`src/logic/prsg_pkg.sv`:
```
// Package for the peripheral reset, sleep gating and PWM clock divider block.
// Assumes a 32-bit AXI4-Lite register bus and one system clock.
package prsg_pkg;
   localparam int unsigned NUM_PERIPH = 16;
   localparam int unsigned NUM_PINS   = 24;

   // Register byte offsets.
   localparam logic [7:0] ADDR_RUN_EN    = 8'h00;
   localparam logic [7:0] ADDR_SLEEP_EN  = 8'h04;
   localparam logic [7:0] ADDR_GATE_CTL  = 8'h08;
   localparam logic [7:0] ADDR_SW_RESET  = 8'h0c;
   localparam logic [7:0] ADDR_PWM_DIV   = 8'h10;
   localparam logic [7:0] ADDR_PIN_PRES  = 8'h14;
   localparam logic [7:0] ADDR_READY     = 8'h18;

   // Reset values.
   localparam logic [15:0] RUN_EN_RST   = 16'h0000;
   localparam logic [15:0] SLEEP_EN_RST = 16'h0000;
   localparam logic [2:0]  PWM_DIV_RST  = 3'h0;

   // Cycle counts.
   localparam logic [2:0] SW_RST_CYCLES = 3'h4;
   localparam logic [2:0] ENABLE_CYCLES = 3'h5;

   // PWM divide codes 1 to 6 give a ratio of two to the power of the code; code 0 holds PWM_CLK high.
   typedef enum logic [2:0] {
      pwm_clk_div_by_one       = 3'h0,
      pwm_clk_div_by_two       = 3'h1,
      pwm_clk_div_by_four      = 3'h2,
      pwm_clk_div_by_eight     = 3'h3,
      pwm_clk_div_by_sixteen   = 3'h4,
      pwm_clk_div_by_thirtytwo = 3'h5,
      pwm_clk_div_by_sixtyfour = 3'h6
   } prsg_div_t;

   // Per-peripheral gating outputs travel together.
   typedef struct packed {
      logic [15:0] clk_en;
      logic [15:0] rst;
      logic [15:0] ready;
   } prsg_periph_t;

   // AXI response codes.
   localparam logic [1:0] RESP_OKAY   = 2'h0;
   localparam logic [1:0] RESP_SLVERR = 2'h2;
endpackage

```
`src/logic/prsg_top.sv`:
```
// Peripheral run enables, software reset pulses, sleep-mode clock gating,
// PWM clock divider and pin presence, reached over AXI4-Lite.
// Assumes all inputs synchronous to REF_CLK and a synchronous reset.
`timescale 1ns/10ps

// Contract
// - Software reset pulses one peripheral's reset line
// - Sleep-disabled peripheral clock stops during sleep
// - Run-enabled peripheral resumes after sleep, state kept
// - Sleep-enabled peripheral keeps clock during sleep
// - Sleep enables act only with global gating
// - PWM clock is processor clock over 2^n (code 0 holds PWM_CLK high instead)
// - Selected PWM divide ratio reads back
// - PWM clock follows current system clock
// - Read-only presence bit for each optional pin
// - Five cycles after enable, accesses bus-fault
// - Run enables clear at reset; disabled peripheral inert
module prsg_top #(
   parameter int unsigned          NP           = prsg_pkg::NUM_PERIPH,
   parameter logic [23:0]          PIN_PRESENT  = 24'hffffff
) (
   input  wire logic               REF_CLK,
   input  wire logic               SRST,
   input  wire logic               CPU_SLEEP,
   input  wire logic [7:0]         S_AXI_AWADDR,
   input  wire logic               S_AXI_AWVALID,
   output logic                    S_AXI_AWREADY,
   input  wire logic [31:0]        S_AXI_WDATA,
   input  wire logic [3:0]         S_AXI_WSTRB,
   input  wire logic               S_AXI_WVALID,
   output logic                    S_AXI_WREADY,
   output logic [1:0]              S_AXI_BRESP,
   output logic                    S_AXI_BVALID,
   input  wire logic               S_AXI_BREADY,
   input  wire logic [7:0]         S_AXI_ARADDR,
   input  wire logic               S_AXI_ARVALID,
   output logic                    S_AXI_ARREADY,
   output logic [31:0]             S_AXI_RDATA,
   output logic [1:0]              S_AXI_RRESP,
   output logic                    S_AXI_RVALID,
   input  wire logic               S_AXI_RREADY,
   output prsg_pkg::prsg_periph_t  PERIPH,
   output logic                    PWM_CLK
);

   logic [15:0] run_en_reg, run_en_next;
   logic [15:0] sleep_en_reg, sleep_en_next;
   logic        gate_en_reg, gate_en_next;
   logic [2:0]  div_reg, div_next;
   logic [15:0] rst_req_reg, rst_req_next;
   logic [2:0]  rst_cnt_reg [NP];
   logic [2:0]  rst_cnt_next [NP];
   logic [2:0]  en_cnt_reg [NP];
   logic [2:0]  en_cnt_next [NP];
   logic [5:0]  pwm_cnt_reg, pwm_cnt_next;
   logic        pwm_clk_reg, pwm_clk_next;
   prsg_pkg::prsg_periph_t periph_reg, periph_next;

   logic        aw_ok_reg, aw_ok_next;
   logic        w_ok_reg, w_ok_next;
   logic [7:0]  aw_addr_reg, aw_addr_next;
   logic [31:0] w_data_reg, w_data_next;
   logic [3:0]  w_strb_reg, w_strb_next;
   logic        bvalid_reg, bvalid_next;
   logic [1:0]  bresp_reg, bresp_next;
   logic        rvalid_reg, rvalid_next;
   logic [1:0]  rresp_reg, rresp_next;
   logic [31:0] rdata_reg, rdata_next;
   logic        wr_fire;
   logic        rd_fire;
   logic        awready_reg, awready_next;
   logic        wready_reg, wready_next;
   logic        arready_reg, arready_next;

   // Returns one when the byte address names a mapped register.
   function automatic logic addr_mapped(input logic [7:0] a);
      if (a == prsg_pkg::ADDR_RUN_EN || a == prsg_pkg::ADDR_SLEEP_EN ||
          a == prsg_pkg::ADDR_GATE_CTL || a == prsg_pkg::ADDR_SW_RESET ||
          a == prsg_pkg::ADDR_PWM_DIV || a == prsg_pkg::ADDR_PIN_PRES ||
          a == prsg_pkg::ADDR_READY) begin
         return 1'b1;
      end else begin
         return 1'b0;
      end
   endfunction

   // Applies the two low byte lanes of a write to a 16-bit register image.
   function automatic logic [15:0] merge_lanes(input logic [15:0] cur, input logic [31:0] d,
                                               input logic [3:0] s);
      logic [15:0] r;
      r = cur;
      if (s[0]) begin
         r[7:0] = d[7:0];
      end
      if (s[1]) begin
         r[15:8] = d[15:8];
      end
      return r;
   endfunction

   // Write channels are taken independently and held until both are in.
   assign wr_fire = aw_ok_reg && w_ok_reg && !bvalid_reg;
   assign rd_fire = S_AXI_ARVALID && S_AXI_ARREADY;

   always_comb begin
      aw_ok_next   = aw_ok_reg;
      w_ok_next    = w_ok_reg;
      aw_addr_next = aw_addr_reg;
      w_data_next  = w_data_reg;
      w_strb_next  = w_strb_reg;
      bvalid_next  = bvalid_reg;
      bresp_next   = bresp_reg;
      if (S_AXI_AWVALID && !aw_ok_reg) begin
         aw_ok_next   = 1'b1;
         aw_addr_next = S_AXI_AWADDR;
      end
      if (S_AXI_WVALID && !w_ok_reg) begin
         w_ok_next   = 1'b1;
         w_data_next = S_AXI_WDATA;
         w_strb_next = S_AXI_WSTRB;
      end
      if (wr_fire) begin
         aw_ok_next  = 1'b0;
         w_ok_next   = 1'b0;
         bvalid_next = 1'b1;
         bresp_next  = addr_mapped(aw_addr_reg) ? prsg_pkg::RESP_OKAY : prsg_pkg::RESP_SLVERR;
      end else if (bvalid_reg && S_AXI_BREADY) begin
         bvalid_next = 1'b0;
      end
      // Readies are registered copies so that every port leaves a flop.
      awready_next = !aw_ok_next;
      wready_next  = !w_ok_next;
   end

   always_comb begin
      rvalid_next = rvalid_reg;
      rresp_next  = rresp_reg;
      rdata_next  = rdata_reg;
      if (rd_fire) begin
         rvalid_next = 1'b1;
         rresp_next  = prsg_pkg::RESP_OKAY;
         rdata_next  = 32'h0;
         if (S_AXI_ARADDR == prsg_pkg::ADDR_RUN_EN) begin
            rdata_next = {16'h0, run_en_reg};
         end else if (S_AXI_ARADDR == prsg_pkg::ADDR_SLEEP_EN) begin
            rdata_next = {16'h0, sleep_en_reg};
         end else if (S_AXI_ARADDR == prsg_pkg::ADDR_GATE_CTL) begin
            rdata_next = {31'h0, gate_en_reg};
         end else if (S_AXI_ARADDR == prsg_pkg::ADDR_SW_RESET) begin
            rdata_next = {16'h0, rst_req_reg};
         end else if (S_AXI_ARADDR == prsg_pkg::ADDR_PWM_DIV) begin
            rdata_next = {29'h0, div_reg};
         end else if (S_AXI_ARADDR == prsg_pkg::ADDR_PIN_PRES) begin
            rdata_next = {8'h0, PIN_PRESENT};
         end else if (S_AXI_ARADDR == prsg_pkg::ADDR_READY) begin
            rdata_next = {16'h0, periph_reg.ready};
         end else begin
            rresp_next = prsg_pkg::RESP_SLVERR;
         end
      end else if (rvalid_reg && S_AXI_RREADY) begin
         rvalid_next = 1'b0;
      end
      arready_next = !rvalid_next;
   end

   // Register writes. Lane 0 and 1 carry the 16 per-peripheral bits.
   always_comb begin
      run_en_next   = run_en_reg;
      sleep_en_next = sleep_en_reg;
      gate_en_next  = gate_en_reg;
      div_next      = div_reg;
      rst_req_next  = rst_req_reg;
      for (int i = 0; i < NP; i++) begin
         if (rst_req_reg[i] && rst_cnt_reg[i] == 3'h1) begin
            rst_req_next[i] = 1'b0;
         end
      end
      if (wr_fire) begin
         if (aw_addr_reg == prsg_pkg::ADDR_RUN_EN) begin
            run_en_next = merge_lanes(run_en_reg, w_data_reg, w_strb_reg);
         end else if (aw_addr_reg == prsg_pkg::ADDR_SLEEP_EN) begin
            sleep_en_next = merge_lanes(sleep_en_reg, w_data_reg, w_strb_reg);
         end else if (aw_addr_reg == prsg_pkg::ADDR_GATE_CTL) begin
            if (w_strb_reg[0]) gate_en_next = w_data_reg[0];
         end else if (aw_addr_reg == prsg_pkg::ADDR_SW_RESET) begin
            // New requests are ORed in; a request in flight is never dropped.
            rst_req_next = rst_req_next | merge_lanes(16'h0000, w_data_reg, w_strb_reg);
         end else if (aw_addr_reg == prsg_pkg::ADDR_PWM_DIV) begin
            // Codes beyond divide-by-64 are ignored so the readback stays legal.
            if (w_strb_reg[0] && w_data_reg[2:0] <= 3'(prsg_pkg::pwm_clk_div_by_sixtyfour)) begin
               div_next = w_data_reg[2:0];
            end
         end
      end
   end

   // Per-peripheral reset pulse, enable settle count and clock gate.
   always_comb begin
      periph_next = periph_reg;
      for (int i = 0; i < NP; i++) begin
         rst_cnt_next[i] = rst_cnt_reg[i];
         en_cnt_next[i]  = en_cnt_reg[i];
         // A request landing as the last pulse cycle ends restarts it, so it is never lost.
         if (rst_req_next[i] && (!rst_req_reg[i] || rst_cnt_reg[i] == 3'h1)) begin
            rst_cnt_next[i] = prsg_pkg::SW_RST_CYCLES;
         end else if (rst_cnt_reg[i] != 3'h0) begin
            rst_cnt_next[i] = rst_cnt_reg[i] - 3'h1;
         end
         periph_next.rst[i] = (rst_cnt_next[i] != 3'h0);
         // Counting starts on the edge after the enable lands, so ready rises five edges later.
         if (!run_en_reg[i] || !run_en_next[i]) begin
            en_cnt_next[i] = prsg_pkg::ENABLE_CYCLES;
         end else if (en_cnt_reg[i] != 3'h0) begin
            en_cnt_next[i] = en_cnt_reg[i] - 3'h1;
         end
         // Ready low makes the peripheral fabric answer accesses with a bus fault.
         periph_next.ready[i] = run_en_next[i] && en_cnt_next[i] == 3'h0;
         // The gate only drops the clock; peripheral state is untouched.
         periph_next.clk_en[i] = run_en_next[i] &&
            !(CPU_SLEEP && gate_en_reg && !sleep_en_reg[i]);
      end
   end

   // The divider counts the live system clock, so its rate follows it.
   always_comb begin
      pwm_cnt_next = pwm_cnt_reg + 6'h1;
      pwm_clk_next = pwm_clk_reg;
      if (div_reg == 3'(prsg_pkg::pwm_clk_div_by_one)) begin
         pwm_clk_next = 1'b1;
      end else begin
         pwm_clk_next = pwm_cnt_next[div_reg - 3'h1];
      end
   end

   always_ff @(posedge REF_CLK) begin
      if (SRST) begin
         run_en_reg   <= prsg_pkg::RUN_EN_RST;
         sleep_en_reg <= prsg_pkg::SLEEP_EN_RST;
         gate_en_reg  <= 1'b0;
         div_reg      <= prsg_pkg::PWM_DIV_RST;
         rst_req_reg  <= 16'h0;
         pwm_cnt_reg  <= 6'h0;
         pwm_clk_reg  <= 1'b0;
         periph_reg   <= '0;
         aw_ok_reg    <= 1'b0;
         w_ok_reg     <= 1'b0;
         aw_addr_reg  <= 8'h0;
         w_data_reg   <= 32'h0;
         w_strb_reg   <= 4'h0;
         bvalid_reg   <= 1'b0;
         bresp_reg    <= 2'h0;
         rvalid_reg   <= 1'b0;
         rresp_reg    <= 2'h0;
         rdata_reg    <= 32'h0;
         awready_reg  <= 1'b1;
         wready_reg   <= 1'b1;
         arready_reg  <= 1'b1;
         for (int i = 0; i < NP; i++) begin
            rst_cnt_reg[i] <= 3'h0;
            en_cnt_reg[i]  <= prsg_pkg::ENABLE_CYCLES;
         end
      end else begin
         run_en_reg   <= run_en_next;
         sleep_en_reg <= sleep_en_next;
         gate_en_reg  <= gate_en_next;
         div_reg      <= div_next;
         rst_req_reg  <= rst_req_next;
         pwm_cnt_reg  <= pwm_cnt_next;
         pwm_clk_reg  <= pwm_clk_next;
         periph_reg   <= periph_next;
         aw_ok_reg    <= aw_ok_next;
         w_ok_reg     <= w_ok_next;
         aw_addr_reg  <= aw_addr_next;
         w_data_reg   <= w_data_next;
         w_strb_reg   <= w_strb_next;
         bvalid_reg   <= bvalid_next;
         bresp_reg    <= bresp_next;
         rvalid_reg   <= rvalid_next;
         rresp_reg    <= rresp_next;
         rdata_reg    <= rdata_next;
         awready_reg  <= awready_next;
         wready_reg   <= wready_next;
         arready_reg  <= arready_next;
         for (int i = 0; i < NP; i++) begin
            rst_cnt_reg[i] <= rst_cnt_next[i];
            en_cnt_reg[i]  <= en_cnt_next[i];
         end
      end
   end

   assign S_AXI_AWREADY = awready_reg;
   assign S_AXI_WREADY  = wready_reg;
   assign S_AXI_ARREADY = arready_reg;
   assign S_AXI_BVALID  = bvalid_reg;
   assign S_AXI_BRESP   = bresp_reg;
   assign S_AXI_RVALID  = rvalid_reg;
   assign S_AXI_RRESP   = rresp_reg;
   assign S_AXI_RDATA   = rdata_reg;
   assign PERIPH        = periph_reg;
   assign PWM_CLK       = pwm_clk_reg;

endmodule

```
`config.mk`:
```
export PLATFORM = sky130hd
export DESIGN_NAME = prsg_top
export DESIGN_NICKNAME = d
export VERILOG_FILES = /design/src/logic/prsg_pkg.sv /design/src/logic/prsg_top.sv
export SDC_FILE = /design/constraint.sdc
export NUM_CORES = 1
export LEC_CHECK = 0
export BUFFER_PORTS_ARGS = -buffer_cell sky130_fd_sc_hd__buf_2
export CORE_MARGIN = 1.5
export CORE_UTILIZATION = 24
export DETAILED_ROUTE_END_ITERATION = 10
export SYNTH_ARGS = -nofsm -noshare
export SYNTH_HDL_FRONTEND = slang
export SYNTH_SLANG_ARGS = --single-unit
```
`constraint.sdc`:
```
create_clock -name REF_CLK -period 2.2 [get_ports REF_CLK]
set_input_delay 0.44 -clock REF_CLK [delete_from_list [all_inputs] [get_ports REF_CLK]]
set_output_delay 0.44 -clock REF_CLK [all_outputs]
set_load 0.03 [all_outputs]
```
==> load_flow_metrics.sql <==
INSERT INTO impl_metrics (metric_group, metric, value, unit) VALUES
('finish', 'design.final.nets', '1636', ''),
('grt', 'globalRouteMet2Util', '20.5', '%'),
('worst_setup_path', 'critPathSlowestCell', 'sky130_fd_sc_hd__nor2_1', ''),
('grt', 'met1_grt_util', '15.7', '%'),
('yosys', 'ys.flop_type', 'sky130_fd_sc_hd__dfxtp_1', ''),
('yosys', 'ys_async_sr_fraction', '0', '%'),
('die', 'initial_core_utilization', '24.3', '%'),
('power', 'power.static_leakage', '6.07', 'nW'),
('finish', 'areaGrowthSynthToFinish', '18.6', '%'),
('sta', 'min_period_over_period', '87.4', '%'),
('clock_tree', 'hold_buffers', '0', ''),
('yosys', 'postSynthAreaPerCell', '8.73', 'µm²'),
('yosys', 'synth_cell_types', '48', ''),
('die', 'die-area', '50800', 'µm²'),
('detailed_routing', 'dr.pass1.iters', '5', ''),
('yosys', 'synth_edf_count', '0', ''),
('die', 'pin_count', '150', ''),
('sta', 'maxClockFrequency', '520', 'MHz'),
('yosys', 'synth_seq_area_share', '43.0', '%'),
('detailed_routing', 'drt-wirelength-per-cell', '14.2', 'µm'),
('clock_tree', 'cts_tree', 'done', ''),
('sta', 'period_minus_slack', '1.92', 'ns'),
('clock_tree', 'clk_slew_on_worst_s_h_paths', '0.06', 'ns'),
('clock_tree', 'cts-root-buf', 'sky130_fd_sc_hd__clkbuf_16', ''),
('worst_setup_path', 'worst_ep_required_time', '2.65', 'ns'),
('clock_tree', 'cts_num_sinks', '255', ''),
('grt', 'grt_pass1_vias', '9014', ''),
('yosys', 'ys_top_cells_by_count', 'sky130_fd_sc_hd__dfxtp_1 (255), sky130_fd_sc_hd__inv_1 (124), sky130_fd_sc_hd__nor2_1 (117)', ''),
('yosys', 'synth-warning-count', '0', ''),
('finish', 'fraction_of_the_core_area_covered_by_cells_at_the_end_of_the_flow', '28.8', '%'),
('grt', 'most_used_routing_layer_in_global_routing', 'met2', ''),
('run_status', 'run_status', 'completed', ''),
('detailed_routing', 'routed_via_density', '4.43', ''),
('clock_tree', 'clock_tree.buffer_depth', '3', ''),
('worst_setup_path', 'timing.critical_path.slowest_cell_delay', '0.36', 'ns'),
('die', 'rows', '81', ''),
('die', 'die_width', '225', 'µm'),
('clock_tree', 'cts_inserted_buffers', '26', ''),
('power', 'power_density', '967', 'nW/µm²'),
('grt', 'total_grt_usage', '11.9', '%'),
('sta', 'setup_viol', '0', ''),
('placement', 'routabilityCongestion', '0.806', ''),
('sta', 'drv_slew', '0', ''),
('grt', 'grt_remaining_overflow', '0', ''),
('die', 'die_y', '225', 'µm'),
('clock_tree', 'cts.htree.levels', '1', ''),
('sta', 'worst_pin_slew', '1.02', 'ns'),
('sta', 'max_transition_margin', '32.3', '%'),
('run', 'timing.max_cap.violations', '0', ''),
('placement', 'place.port_buffers', '121', ''),
('detailed_routing', 'remaining_drc_errors', '0', ''),
('grt', 'largest_net_degree_at_the_start_of_global_routing', '52', ''),
('sta', 'finalHoldViolCount', '0', ''),
('grt', 'antenna_found_initial', '1', ''),
('finish', 'post_route_cells_drive_above_1_share', '13.1', '%'),
('yosys', 'synth_area_leaders', 'sky130_fd_sc_hd__dfxtp_1 (43%), sky130_fd_sc_hd__ha_1 (10%), sky130_fd_sc_hd__a21oi_1 (4.5%)', ''),
('sta', 'setup-tns-final', '0', 'ns'),
('worst_setup_path', 'endpoint_kind', 'flip-flop', ''),
('yosys', 'synth_largest_type_area_fraction', '43.0', '%'),
('worst_setup_path', 'path_max_fanout', '21', ''),
('sta', 'final.setup_skew', '0.00904', 'ns'),
('worst_setup_path', 'critPathLaunchType', 'flip-flop', ''),
('detailed_routing', 'detailroute.via_count', '9552', ''),
('detailed_routing', 'drtAntennaViolNets', '0', ''),
('clock_tree', 'cts_post_setup_buffers_inserted', '0', ''),
('worst_setup_path', 'type_of_the_worst_setup_path', 'reg -> reg', ''),
('power', 'power.ir.vdd_worst', '0.000520', 'V'),
('yosys', 'ys_seq_elements', '255', ''),
('clock_tree', 'worst_skew_late_latency', '0.54', 'ns'),
('die', 'core-area', '48800', 'µm²'),
('grt', 'grt_pass1_wl', '47.9', 'mm');
## logic make-up after synthesis
| group | Yosys count | synth area share, % |
|---|---|---|
| AOI/OAI and AO/OA | 294 | 15.1 |
| DFF | 255 | 43.0 |
| xor gates and xnor gates | 37 | 2.73 |
| and+or+nand+nor | 440 | 18.2 |
| adders and majority gates | 99 | 10.4 |
| muxes | 43 | 3.64 |
| buffers and inverters | 191 | 6.88 |
| other | 1 | 0.0316 |
## worst max-delay path, delay by kind of cell (launching register included)
kind	cells	cell delay, ns
buf+inv	1	0.20
simple gates	4	1.06
flops	1	0.33
compound gates	1	0.23
## final timing paths
kind	from	depth (start not counted)	endpoint
min reg2reg	S_AXI_RDATA[9]	2	S_AXI_RDATA[9]
min	S_AXI_WDATA[4]	3	w_data_reg[4]
max reg2reg	aw_addr_reg[0]	6	PERIPH[18]
max	aw_addr_reg[0]	6	PERIPH[18]
## layer usage
metal  share of wire (%)  up-vias  wire length (µm)
met3                 4.7       35              1440
li1                    -     4856                 -
met4                 1.4        2               430
met2                  47      195             14500
met5               0.039        -                12
met1                  47     4464             14200
## cell type report
type,count,area [µm²]
inverters,124,465
repair buffers,147,828
well taps,664,831
clock inverters,7,95.1
flip-flops and latches,255,5100
multi-input cells,923,6010
diodes,1,2.50
clock buffers,35,736
fillers,5198,34800
## stage by stage
stage               setup WS [ns]  instance area [µm²]  instances  total power, mW  hold WS [ns]
floorplan                   0.457                11900       1369             8.50         0.437
global placement            0.169                13200       2113             9.17         0.423
detailed placement          0.156                13200       2113             9.32         0.431
CTS                         0.138                14100       2155             13.8         0.118
global route               0.0757                14100       2155             14.6         0.130
finish                      0.277                14100       2156             13.6         0.136
## power breakdown
part,total (mW),switching [mW],internal [mW]
clock,4.37,1.81,2.56
sequential,5.72,0.519,5.20
combinational,3.51,2.04,1.48
## placed cells by master (no fill, tap or decap), types with 23 or more instances in the layout
cell type,instances
sky130_fd_sc_hd__buf_2,120
sky130_fd_sc_hd__buf_4,25
sky130_fd_sc_hd__a21oi_1,106
sky130_fd_sc_hd__or3_1,32
sky130_fd_sc_hd__o21ai_0,68
sky130_fd_sc_hd__ha_1,99
sky130_fd_sc_hd__nand3_1,23
sky130_fd_sc_hd__dfxtp_1,255
sky130_fd_sc_hd__nor2_1,117
sky130_fd_sc_hd__clkbuf_16,27
sky130_fd_sc_hd__nor3_1,51
sky130_fd_sc_hd__inv_1,124
sky130_fd_sc_hd__xnor2_1,33
sky130_fd_sc_hd__nand2b_1,43
sky130_fd_sc_hd__mux2i_1,42
sky130_fd_sc_hd__nand2_1,114
sky130_fd_sc_hd__a22oi_1,27
Note: power is estimated with default switching activity, not from simulation.
